$ cat src/logic/tpcch_pkg.sv
// Package with register map, field positions and reset values of the timer channel
package tpcch_pkg;

	// Register byte offsets
	localparam logic [7:0] ADDR_START   = 8'h00;
	localparam logic [7:0] ADDR_CONTROL = 8'h04;
	localparam logic [7:0] ADDR_IO      = 8'h08;
	localparam logic [7:0] ADDR_IRQ_EN  = 8'h0c;
	localparam logic [7:0] ADDR_STATUS  = 8'h10;
	localparam logic [7:0] ADDR_COUNTER = 8'h14;
	localparam logic [7:0] ADDR_COMPARE = 8'h18;

	// Status and interrupt enable bit positions (same layout)
	localparam int BIT_MATCH = 0;
	localparam int BIT_OVF   = 4;

	// Control register fields
	localparam int CLK_SEL_LSB = 0;
	localparam int CLK_SEL_W   = 3;
	localparam int CLR_SEL_LSB = 5;
	localparam int CLR_SEL_W   = 3;

	// Output compare level field
	localparam int OUT_SEL_LSB = 0;
	localparam int OUT_SEL_W   = 2;

	typedef enum logic [2:0] {
		TPCCH_CLR_NONE  = 3'h0,
		TPCCH_CLR_MATCH = 3'h1
	} tpcch_clr_t;

	typedef enum logic [1:0] {
		TPCCH_OUT_HOLD   = 2'h0,
		TPCCH_OUT_LOW    = 2'h1,
		TPCCH_OUT_HIGH   = 2'h2,
		TPCCH_OUT_TOGGLE = 2'h3
	} tpcch_out_t;

	// Clock select codes: 0..3 prescale by 1,4,16,64; 4 ext rising; 5 ext falling
	localparam logic [2:0] CLK_DIV1    = 3'h0;
	localparam logic [2:0] CLK_DIV4    = 3'h1;
	localparam logic [2:0] CLK_DIV16   = 3'h2;
	localparam logic [2:0] CLK_DIV64   = 3'h3;
	localparam logic [2:0] CLK_EXT_RIS = 3'h4;
	localparam logic [2:0] CLK_EXT_FAL = 3'h5;

	localparam logic [15:0] COUNT_MAX    = 16'hffff;
	localparam logic [15:0] COUNT_ZERO   = 16'h0000;
	localparam logic [15:0] COMPARE_RST  = 16'hffff;
	localparam logic [5:0]  PRESCALE_TOP = 6'h3f;

endpackage : tpcch_pkg

$ cat src/logic/tpcch_channel.sv
// One 16-bit timer channel with free-running or periodic count, APB registers
`timescale 1ns/1ps
module tpcch_channel (
	// APB
	input  wire logic        pclk,
	input  wire logic        presetn,
	input  wire logic        psel,
	input  wire logic        penable,
	input  wire logic        pwrite,
	input  wire logic [7:0]  paddr,
	input  wire logic [31:0] pwdata,
	output logic      [31:0] prdata,
	output logic             pready,
	output logic             pslverr,
	// Pins
	input  wire logic        ext_clk_pin,
	output logic             compare_out,
	output logic             irq
);

	logic        start_q, start_d;
	logic [7:0]  ctrl_q, ctrl_d;
	logic [1:0]  io_q, io_d;
	logic [7:0]  ien_q, ien_d;
	logic        ovf_q, ovf_d;
	logic        match_q, match_d;
	logic [15:0] up_counter_q, up_counter_d;
	logic [15:0] compare_q, compare_d;
	logic        pin_q, pin_d;
	logic        irq_q, irq_d;
	logic [31:0] prdata_q, prdata_d;
	logic        pready_q, pready_d;
	logic        pslverr_q, pslverr_d;
	logic [5:0]  pre_q, pre_d;
	logic        ext_s1_q, ext_s2_q, ext_s3_q;
	logic        ext_s1_d, ext_s2_d, ext_s3_d;

	logic        wr, rd, tick, equal, fire, sel_ok;
	logic [2:0]  clk_sel;
	logic [2:0]  clr_sel;

	assign compare_out = pin_q;
	assign irq         = irq_q;
	assign prdata      = prdata_q;
	assign pready      = pready_q;
	assign pslverr     = pslverr_q;

	assign clk_sel = ctrl_q[tpcch_pkg::CLK_SEL_LSB +: tpcch_pkg::CLK_SEL_W];
	assign clr_sel = ctrl_q[tpcch_pkg::CLR_SEL_LSB +: tpcch_pkg::CLR_SEL_W];

	// A write lands on the edge that samples pready high; a read is captured one
	// edge earlier so that prdata stands together with pready
	assign wr = psel && penable && pwrite && pready_q;
	assign rd = psel && penable && !pwrite && !pready_q;

	// Count clock selection, one-cycle enable
	always_comb
	begin
		pre_d = pre_q + 6'h01;
		case (clk_sel)
			tpcch_pkg::CLK_DIV1:    tick = 1'b1;
			tpcch_pkg::CLK_DIV4:    tick = (pre_q[1:0] == tpcch_pkg::PRESCALE_TOP[1:0]);
			tpcch_pkg::CLK_DIV16:   tick = (pre_q[3:0] == tpcch_pkg::PRESCALE_TOP[3:0]);
			tpcch_pkg::CLK_DIV64:   tick = (pre_q == tpcch_pkg::PRESCALE_TOP);
			tpcch_pkg::CLK_EXT_RIS: tick = ext_s2_q && !ext_s3_q;
			tpcch_pkg::CLK_EXT_FAL: tick = !ext_s2_q && ext_s3_q;
			default:                tick = 1'b0;
		endcase
		tick = tick && start_q;
	end

	// Match fires only when the equal count is about to update
	assign equal = (up_counter_q == compare_q);
	assign fire  = equal && tick;

	always_comb
	begin
		case (paddr)
			tpcch_pkg::ADDR_START, tpcch_pkg::ADDR_CONTROL, tpcch_pkg::ADDR_IO,
			tpcch_pkg::ADDR_IRQ_EN, tpcch_pkg::ADDR_STATUS, tpcch_pkg::ADDR_COUNTER,
			tpcch_pkg::ADDR_COMPARE: sel_ok = 1'b1;
			default:                 sel_ok = 1'b0;
		endcase
	end

	// Bus response: pready rises one cycle into the access phase, read data with it
	always_comb
	begin
		prdata_d  = prdata_q;
		pready_d  = psel && penable && !pready_q;
		pslverr_d = psel && penable && !pready_q && !sel_ok;
		// Unmapped reads return zero together with pslverr
		if (rd)
		begin
			case (paddr)
				tpcch_pkg::ADDR_START:   prdata_d = {31'h0, start_q};
				tpcch_pkg::ADDR_CONTROL: prdata_d = {24'h0, ctrl_q};
				tpcch_pkg::ADDR_IO:      prdata_d = {30'h0, io_q};
				tpcch_pkg::ADDR_IRQ_EN:  prdata_d = {24'h0, ien_q};
				tpcch_pkg::ADDR_STATUS:  prdata_d = {27'h0, ovf_q, 3'h0, match_q};
				tpcch_pkg::ADDR_COUNTER: prdata_d = {16'h0, up_counter_q};
				tpcch_pkg::ADDR_COMPARE: prdata_d = {16'h0, compare_q};
				default:                 prdata_d = 32'h0000_0000;
			endcase
		end
	end

	always_ff @(posedge pclk or negedge presetn)
	begin
		if (!presetn)
		begin
			prdata_q  <= 32'h0000_0000;
			pready_q  <= 1'b0;
			pslverr_q <= 1'b0;
		end
		else
		begin
			prdata_q  <= prdata_d;
			pready_q  <= pready_d;
			pslverr_q <= pslverr_d;
		end
	end

	// Software-owned configuration registers
	always_comb
	begin
		start_d   = start_q;
		ctrl_d    = ctrl_q;
		io_d      = io_q;
		ien_d     = ien_q;
		compare_d = compare_q;
		// Unused upper bits of pwdata are ignored
		if (wr)
		begin
			case (paddr)
				tpcch_pkg::ADDR_START:   start_d = pwdata[0];
				tpcch_pkg::ADDR_CONTROL: ctrl_d = pwdata[7:0];
				tpcch_pkg::ADDR_IO:      io_d = pwdata[tpcch_pkg::OUT_SEL_LSB +: tpcch_pkg::OUT_SEL_W];
				tpcch_pkg::ADDR_IRQ_EN:  ien_d = pwdata[7:0];
				tpcch_pkg::ADDR_COMPARE: compare_d = pwdata[15:0];
				default:                 ;
			endcase
		end
	end

	always_ff @(posedge pclk or negedge presetn)
	begin
		if (!presetn)
		begin
			start_q   <= 1'b0;
			ctrl_q    <= 8'h00;
			io_q      <= 2'h0;
			ien_q     <= 8'h00;
			compare_q <= tpcch_pkg::COMPARE_RST;
		end
		else
		begin
			start_q   <= start_d;
			ctrl_q    <= ctrl_d;
			io_q      <= io_d;
			ien_q     <= ien_d;
			compare_q <= compare_d;
		end
	end

	// Two flops synchronise the count pin, the third keeps its last level for edge detection
	// The prescaler free-runs, so a start write never resets its phase
	always_comb
	begin
		ext_s1_d = ext_clk_pin;
		ext_s2_d = ext_s1_q;
		ext_s3_d = ext_s2_q;
	end

	always_ff @(posedge pclk or negedge presetn)
	begin
		if (!presetn)
		begin
			pre_q    <= 6'h00;
			ext_s1_q <= 1'b0;
			ext_s2_q <= 1'b0;
			ext_s3_q <= 1'b0;
		end
		else
		begin
			pre_q    <= pre_d;
			ext_s1_q <= ext_s1_d;
			ext_s2_q <= ext_s2_d;
			ext_s3_q <= ext_s3_d;
		end
	end

	// Up-counter: a count tick in the same cycle as a software write wins
	always_comb
	begin
		up_counter_d = up_counter_q;
		if (wr && paddr == tpcch_pkg::ADDR_COUNTER)
			up_counter_d = pwdata[15:0];
		// Periodic mode clears on the matching tick, free-running wraps past the top
		if (tick)
		begin
			if (fire && clr_sel == tpcch_pkg::TPCCH_CLR_MATCH)
				up_counter_d = tpcch_pkg::COUNT_ZERO;
			else
				up_counter_d = up_counter_q + 16'h0001;
		end
	end

	always_ff @(posedge pclk or negedge presetn)
	begin
		if (!presetn)
			up_counter_q <= tpcch_pkg::COUNT_ZERO;
		else
			up_counter_q <= up_counter_d;
	end

	// Sticky flags: the software clear is applied first so a same-cycle event wins
	always_comb
	begin
		ovf_d   = ovf_q;
		match_d = match_q;
		if (wr && paddr == tpcch_pkg::ADDR_STATUS)
		begin
			if (pwdata[tpcch_pkg::BIT_OVF])
				ovf_d = 1'b0;
			if (pwdata[tpcch_pkg::BIT_MATCH])
				match_d = 1'b0;
		end
		// Overflow is the tick that takes the counter from all ones to zero
		if (tick && up_counter_q == tpcch_pkg::COUNT_MAX)
			ovf_d = 1'b1;
		// A match sets its flag in free-running mode as well
		if (fire)
			match_d = 1'b1;
	end

	always_ff @(posedge pclk or negedge presetn)
	begin
		if (!presetn)
		begin
			ovf_q   <= 1'b0;
			match_q <= 1'b0;
		end
		else
		begin
			ovf_q   <= ovf_d;
			match_q <= match_d;
		end
	end

	// Compare pin: the selected level is applied on the edge that carries the match
	always_comb
	begin
		pin_d = pin_q;
		// Hold keeps the pin, toggle inverts the level it shows
		if (fire)
		begin
			case (tpcch_pkg::tpcch_out_t'(io_q))
				tpcch_pkg::TPCCH_OUT_LOW:    pin_d = 1'b0;
				tpcch_pkg::TPCCH_OUT_HIGH:   pin_d = 1'b1;
				tpcch_pkg::TPCCH_OUT_TOGGLE: pin_d = !pin_q;
				default:                     pin_d = pin_q;
			endcase
		end
	end

	always_ff @(posedge pclk or negedge presetn)
	begin
		if (!presetn)
			pin_q <= 1'b0;
		else
			pin_q <= pin_d;
	end

	// Level interrupt, one cycle behind the flags
	always_comb
	begin
		irq_d = (ovf_q && ien_q[tpcch_pkg::BIT_OVF])
			|| (match_q && ien_q[tpcch_pkg::BIT_MATCH]);
	end

	always_ff @(posedge pclk or negedge presetn)
	begin
		if (!presetn)
			irq_q <= 1'b0;
		else
			irq_q <= irq_d;
	end

endmodule : tpcch_channel

$ cat config.mk
export PLATFORM = sky130hd
export DESIGN_NAME = tpcch_channel
export DESIGN_NICKNAME = d
export VERILOG_FILES = /design/src/logic/tpcch_pkg.sv /design/src/logic/tpcch_channel.sv
export SDC_FILE = /design/constraint.sdc
export NUM_CORES = 1
export LEC_CHECK = 0
export BUFFER_PORTS_ARGS = -buffer_cell sky130_fd_sc_hd__buf_2
export CORE_ASPECT_RATIO = 1.2
export CORE_UTILIZATION = 50
export DETAILED_ROUTE_END_ITERATION = 10
export PLACE_DENSITY = 0.74
export SLEW_MARGIN = 20
export SYNTH_ARGS = -nofsm -noshare
export SYNTH_HDL_FRONTEND = slang
export SYNTH_SLANG_ARGS = --single-unit
$ cat constraint.sdc
create_clock -name pclk -period 5.05 [get_ports pclk]
set_input_delay 1.01 -clock pclk [delete_from_list [all_inputs] [get_ports pclk]]
set_output_delay 1.01 -clock pclk [all_outputs]
set_load 0.03 [all_outputs]
Word-level counts from Yosys, hierarchy flattened
Index checks and enable logic that the tools add are counted.
{"block": "op_classes", "add_sub_neg": 2, "eq_ne": 20, "n_mux": 13, "reduce_logical": 41}
{"cell": "one-hot mux 16 bit (7 select lines)", "n": 1}
{"cell": "2-to-1 mux 16 bit", "n": 3}
{"cell": "== test 8 x 5 -> 1 bit, second input constant", "n": 3}
{"cell": "logical AND 1 bit", "n": 17}
{"cell": "adder 16 x 1 -> 16 bit, second input constant", "n": 1}
{"cell": "== test 16 bit", "n": 1}
{"cell": "== test 16 bit, second input constant", "n": 1}
{"cell": "== test 8 x 4 -> 1 bit, second input constant", "n": 2}
{"cell": "AND reduction 2 bit", "n": 8}
{"cell": "nonzero test 2 bit", "n": 5}
{"cell": "== test 8 x 3 -> 1 bit, second input constant", "n": 1}
{"cell": "logical NOT 8 bit", "n": 1}
{"cell": "2-to-1 mux 1 bit", "n": 7}
{"cell": "OR reduction 7 bit", "n": 1}
{"cell": "adder 6 x 1 -> 6 bit, second input constant", "n": 1}
{"cell": "== test 2 bit, second input constant", "n": 3}
{"cell": "== test 3 x 1 -> 1 bit, second input constant", "n": 2}
{"cell": "== test 3 x 2 -> 1 bit, second input constant", "n": 2}
{"cell": "== test 3 bit, second input constant", "n": 2}
{"cell": "== test 6 bit, second input constant", "n": 1}
{"cell": "logical NOT 1 bit", "n": 6}
{"cell": "one-hot mux 1 bit (6 select lines)", "n": 1}
{"cell": "== test 4 bit, second input constant", "n": 1}
{"cell": "logical NOT 3 bit", "n": 1}
{"cell": "4 further kinds", "n": 4}
{"block": "word_totals", "regBits": 98, "input_bits": 46, "output_inout_bits": 36, "word_cells": 93}

Depth between registers and ports, before layout
Gate-level depths: netlist (run 1).
{"block": "depth", "word_depth": 8, "mapped_depth": 9, "depth_no_buf": 7}

Least setup slack after synthesis (run 1)
OpenSTA, ideal clock, no wires.
{"block": "synth_path", "path_kind": "input to register", "startpoint": "input paddr[2]", "endpoint": "register up_counter_q[1]", "setup_ns": 0.148, "t_arrival_ns": 2.285, "required_ns": 4.902, "path_slack_ns": 2.617, "stages": 8, "cell_sequence": "buf_4 nor4b_2 and3_1 buf_2 nand2_2 mux2_2 mux2i_1 a21oi_1"}
{"block": "synth_between", "elab_chain_len": 3}
{"element": "start: declaration", "line_no": "tpcch_channel.sv:10", "source": "input wire logic [7:0] paddr,"}
{"element": "== test 8 x 5 -> 1 bit", "line_no": "tpcch_channel.sv:197", "source": "if (wr && paddr == tpcch_pkg::ADDR_COUNTER)"}
{"element": "logical AND 1 bit", "line_no": "tpcch_channel.sv:197"}
{"element": "nonzero test 2 bit (no source line)"}
{"element": "end signal: assignment", "line_no": "tpcch_channel.sv:212", "source": "up_counter_q <= tpcch_pkg::COUNT_ZERO;"}
{"element": "end signal: assignment", "line_no": "tpcch_channel.sv:214", "source": "up_counter_q <= up_counter_d;"}
{"element": "end: declaration", "line_no": "tpcch_channel.sv:27", "source": "logic [15:0] up_counter_q, up_counter_d;"}
No other way between the ends.
A chain may end at the register's enable or synchronous reset.

Final worst setup path (run 1)
{"block": "layout_path", "startpoint": "input paddr[3]", "endpoint": "register up_counter_q[15]"}
The elaborated chain is that of the path after synthesis.

==> metrics, run 1 <==
estimated wirelength of the detail-placed design=between 6000 and 7000 um; Leak Pwr=2.02 nW; CTS Hold Bufs=0; max-cap violation count=0; Synth Register Bits=82; DRC=8; wire length per cell=17.2 um; WS Path Type=in -> reg; IO Pins=just over 80; violated checks=DRC; Worst Path Buf+Inv=1; peak supply drop=~0.15 mV; synth unique cells=47; count leader, synth=dfrtp_1; sequential share of the synthesized area=50.2%; HP Class=reg -> reg; final antenna-violating net count=0; clock-pin transition on the worst setup and hold timing paths=approximately 80 ps; top cells by count, synth=dfrtp_1 (66), mux2_2 (36), nor2_1 (26), nand2_1 (25), a21oi_1 (21); slowest stage cell, crit path=and3_1; CTS buffer count=9; GP Congestion=0.899; row cnt=35; share of cells above drive strength 1=29.5%; clk_lat worst skew=approximately 360 ps; Cell Pwr Density=295 nW/um^2; vias per inst=5.84; initial antenna violation count=0; Inst Count DP=507; Initial DRT Pass Iterations=9; Fin. Hold Viols=0; Area Overhead vs Synth=9.55%; Setup WS pre-CTS=1700 ps; Area after DPL=between 4000 and 5000 sq um; die footprint=8620 sq um; core area=~7800 sq um; Slew headroom=46.1%; Period minus WS final=~3000 ps; Worst-Margin Slew=806 ps; final instance area=about 4500 sq um; height of the die=102 um; Total GRT Usage=22.7%; Final Non-Filler Cells=approximately 520; Post-CTS Setup Repair Bufs=0; Slew Viols, Final=0; Post-Synthesis Cells=between 300 and 400; pin count of the biggest net entering global routing=83; # setup viols final=0; async set-reset flop share out of synthesis=100%; post-route setup slack=2040 ps; result of the run=finished, violations left; Avg Cell Area, Syn=10.8 sq um; # diodes=0; port bufs=49; Nets=around 470; WL final=8980 um; first-pass GRT wire length=14800 um; initial DRC count=between 200 and 300; Die X=84.9 um; Top FF cell, synth=dfrtp_1; crit end category=flip-flop; CTS Buffer Depth=2; clock sinks=slightly above 80; WP data arrival=3240 ps; slowest stage delay, CP=700 ps; Clock Tree Root=clkbuf_8; Synth area leaders=dfrtp_1 (40%), dfstp_2 (10%), mux2_2 (9.8%); CP Data Required Time=5280 ps; vias in the first global route=3014; Post-synth EDFFs=0; share of the synthesized area in the top cell type=between 40 and 50%; clk_skew=7.31 ps; Startpoint Class=input port; delay-heaviest family, CP=simple AND/OR/NAND/NOR gates; Initial Util=52.7%; GRT overflow=0; critical-path maximum fanout=16; synthesized area=4130 sq um; crit-path cells=buf_2 > nor4b_2 > and3_1 > nand2_2 > nor2_4 > a21o_1 > o21ai_0; Max Fclk=around 330 MHz; Syn. warnings=0; H-Tree Depth=3; post-cts resize count=0; period utilization=59.6%; RSZ-0062 raised after global routing=false; DR vias=3053; dominant cell type by area after synthesis=dfrtp_1; TNS Setup=0 ps; CTS tree=yes
cells by family after synthesis:
kind of cell	share of synthesized area [%]
multiplexers	11.3
adder cells (fa/ha/maj)	0.606
AND/OR/NAND/NOR	13.4
XOR/XNOR	5.52
flip-flops	50.2
buffers and inverters	6.34
AO/OA/AOI/OAI	12.6
other	0.0908
sequential cells by signal, indices dropped and copies added, names as in the netlist:
name,count
ext_s2_q,1
ext_s1_q,1
up_counter_q,16
compare_q,16
pslverr,1
prdata,16
ovf_q,1
match_q,1
io_q,2
pre_q,6
ien_q,8
irq,1
ext_s3_q,1
start_q,1
ctrl_q,8
pready,1
compare_out,1
per-layer routing:
layer / wire (um) / track usage, % / vias up
met1: 3840 / 28.9 / 1509
met3: 464 / 3.34 / 15
met2: 4480 / 38.0 / 101
li1: - / - / 1428
met5: 0 / 0 / -
met4: 196 / 11.3 / 0
stage by stage:
stage | hold slack [ps] | utilization [%] | power, W
after floorplan | 331 | - | 0.000869
after global placement | 337 | 55.5 | 0.000928
after detailed placement | 340 | 55.5 | 0.000933
after CTS | 357 | 57.6 | 0.00134
after global routing | 374 | 57.7 | 0.00140
final | 355 | 57.7 | 0.00133
final cells by class:
class	instances	area [sq um]
Fill cell	657	3320
Tap cell	92	115
Timing Repair Buffer	50	259
Clock buffer	13	149
Sequential cell	82	2070
Clock inverter	3	15.0
Multi-Input combinational cell	268	1860
Inverter	15	56.3
report_power, final:
part / internal [W] / leakage, nW / switching (W)
Combinational: 0.0000603 / 0.982 / 0.000142
Sequential: 0.000692 / 0.950 / 0.0000274
Clock: 0.000190 / 0.0872 / 0.000222
cells in the final DEF (no fill, tap or decap), types with 12 or more instances in the layout:
cell / Yosys / final
xnor2_1: 18 / 18
a21oi_1: 21 / 21
dfrtp_1: 66 / 66
dfstp_2: 16 / 16
inv_1: 15 / 15
a22oi_1: 12 / 12
buf_2: 8 / 48
conb_1: 1 / 16
o21ai_0: 14 / 14
mux2_2: 36 / 36
nand2_1: 25 / 25
nand4_1: 12 / 12
nand3_1: 13 / 13
nor2_1: 26 / 26
path summary, 6_finish.rpt:
check,start,to,slack (ps),cells past startpoint
worst max-delay path,paddr[3],up_counter_q[15],2040,7
worst min-delay path,ext_s1_q,ext_s2_q,350,0
worst max register to register,up_counter_q[6],up_counter_q[15],2820,6
worst min register to register,ext_s1_q,ext_s2_q,350,0
max in group asynchronous,presetn,ctrl_q[0],3850,1
min in group asynchronous,presetn,prdata[4],660,1
(Power assumes the default switching activity.)
==> run 2, diff against run 1 <==
- PLACE_DENSITY: 0.74 -> 0.76
- clock period: 5.05 -> 2.4 ns (I/O delays scaled with it)
==> run 2 against run 1 <==
Against the previous run: critical path type is now reg -> reg; final cell count is 2.7% higher; the flow still finishes with violations (DRC); sequential power is 110% higher; sequential share of layout area is 1.6 points lower; largest power group unchanged; first-iteration DRC count is 23% lower; critical endpoint is now up_counter_q[2].
==> metrics, run 2 (synthesis results as in run 1) <==
IO Pins=82 (unchanged); period utilization=92.1%; HP Class=in -> async (was reg -> reg); Total GRT Usage=22.9% (was 22.7%); Die X=84.9 um (unchanged); clk_skew=11.1 ps (was 7.31 ps); clock-pin transition on the worst setup and hold timing paths=80 ps (about the same); Max Fclk=452 MHz; Nets=488 (was 474); wire length per cell=16.9 um (was 17.2 um); most frequent cells in the layout=dfrtp_1 (66), buf_2 (48), mux2_2 (36) (unchanged); peak supply drop=0.439 mV (was 0.148 mV); TNS Setup=0 ps (unchanged); pin count of the biggest net entering global routing=38 (was 83); post-route setup slack=189 ps (was 2040 ps); CTS Buffer Depth=2 (unchanged); Initial Util=52.7% (unchanged); row cnt=35 (unchanged); commonest non-fill, non-tap cell in the layout=dfrtp_1 (unchanged); GRT overflow=0 (unchanged); Slew Viols, Final=0 (unchanged); Setup WS pre-CTS=171 ps (was 1700 ps); GP Congestion=0.885 (was 0.899); RSZ-0062 raised after global routing=false (unchanged); CTS buffer count=9 (unchanged); Clock Tree Root=clkbuf_8 (unchanged); first-pass GRT wire length=15000 um (was 14800 um); # setup viols final=0 (unchanged); share of cells above drive strength 1=32.4% (was 29.5%); CP Data Required Time=2680 ps (was 5280 ps); Startpoint Class=flip-flop (was input port); violated checks=DRC (unchanged); max-cap violation count=0 (unchanged); estimated wirelength of the detail-placed design=6540 um (was 6100 um); Fin. Hold Viols=0 (unchanged); crit end category=flip-flop (unchanged); core area=7840 sq um (unchanged); vias per inst=5.83 (was 5.84); die footprint=8620 sq um (unchanged); # diodes=0 (unchanged); post-cts resize count=0 (unchanged); clk_lat worst skew=360 ps (about the same); result of the run=finished, violations left (unchanged); final instance area=4680 sq um (was 4520 sq um); critical-path maximum fanout=17 (was 16); DR vias=3130 (was 3053); CTS Hold Bufs=0 (unchanged); WP data arrival=2490 ps (was 3240 ps); H-Tree Depth=3 (unchanged); Worst-Margin Slew=574 ps (was 806 ps); DRC=5 (was 8); Area after DPL=4470 sq um (was 4350 sq um); Post-CTS Setup Repair Bufs=0 (unchanged); initial DRC count=229 (was 298); Slew headroom=61.5% (was 46.1%); Period minus WS final=2210 ps; Initial DRT Pass Iterations=8 (was 9); height of the die=102 um (unchanged); clock sinks=82 (unchanged); Area Overhead vs Synth=13.5% (was 9.55%); vias in the first global route=3091 (was 3014); Fin Hold WS=9.98 ps (was 355 ps); port bufs=49 (unchanged); WS Path Type=reg -> reg (was in -> reg); Cell Pwr Density=639 nW/um^2 (was 295 nW/um^2); CTS tree=yes (unchanged); initial antenna violation count=0 (unchanged); Leak Pwr=2.11 nW (was 2.02 nW); WL final=9070 um (was 8980 um); fillers=656 (was 657); final antenna-violating net count=0 (unchanged)
## run 2: changes by cell type in the layout (fill, tap and decap cells not counted), sizes merged
cell,previous run,this run
clkbuf,13,11
clkinv,3,2
buf,50,64
clkinvlp,0,1
bufinv,0,1
inv,15,16
## run 2: power by group
group | switching, W | internal, W | leakage (nW) | total, W
Clock | 0.000504 | 0.000541 | 0.106 | 0.00104
Combinational | 0.000305 | 0.000135 | 1.06 | 0.000440
Sequential | 0.0000536 | 0.00146 | 0.950 | 0.00151
## run 2: per-stage QoR
step,power [W],utilization (%),instances
after floorplan,0.00183,-,397
after global placement,0.00196,57.0,521
after detailed placement,0.00198,57.0,521
after CTS,0.00303,59.7,537
after global routing,0.00312,59.7,537
final,0.00299,59.7,537
## run 2: layer usage
layer / routed length [um] / part of all wire (%) / global-route usage (%) / vias to the layer above
met3: 424 / 4.7 / 5.13 / 22
met2: 4540 / 50 / 38.4 / 106
met1: 3840 / 42 / 27.3 / 1539
met5: 0 / 0 / 0 / -
met4: 263 / 2.9 / 13.0 / 0
li1: - / - / - / 1463
## run 2: worst paths after layout
path | start | to | slack (ps) | cells past startpoint
worst max-delay path | ctrl_q[0] | up_counter_q[2] | 190 | 6
worst min-delay path | presetn | pre_q[3] | 10 | 1
worst max register to register | ctrl_q[0] | up_counter_q[2] | 190 | 6
worst min register to register | ext_s1_q | ext_s2_q | 350 | 0
max in group asynchronous | presetn | compare_q[12] | 1710 | 2
min in group pclk | ext_clk_pin | ext_s1_q | 230 | 1
## run 2: worst max-delay path: stages (launching register included)
cell,delay (ps)
dfrtp_1,450
or3b_1,390
a31oi_1,220
o211a_4,300
a21boi_4,450
a21oi_1,130
o21ai_0,170
## run 2: area by class of cell
type                       count  area, sq um  share of cell area [%]
inverter                      15         56.3                    1.20
multi-input combinational    268         1860                    39.6
clock inverter                 5         60.1                    1.28
tap                           92          115                    2.46
timing repair buffer          64          373                    7.96
clock buffer                  11          151                    3.23
sequential                    82         2070                    44.2
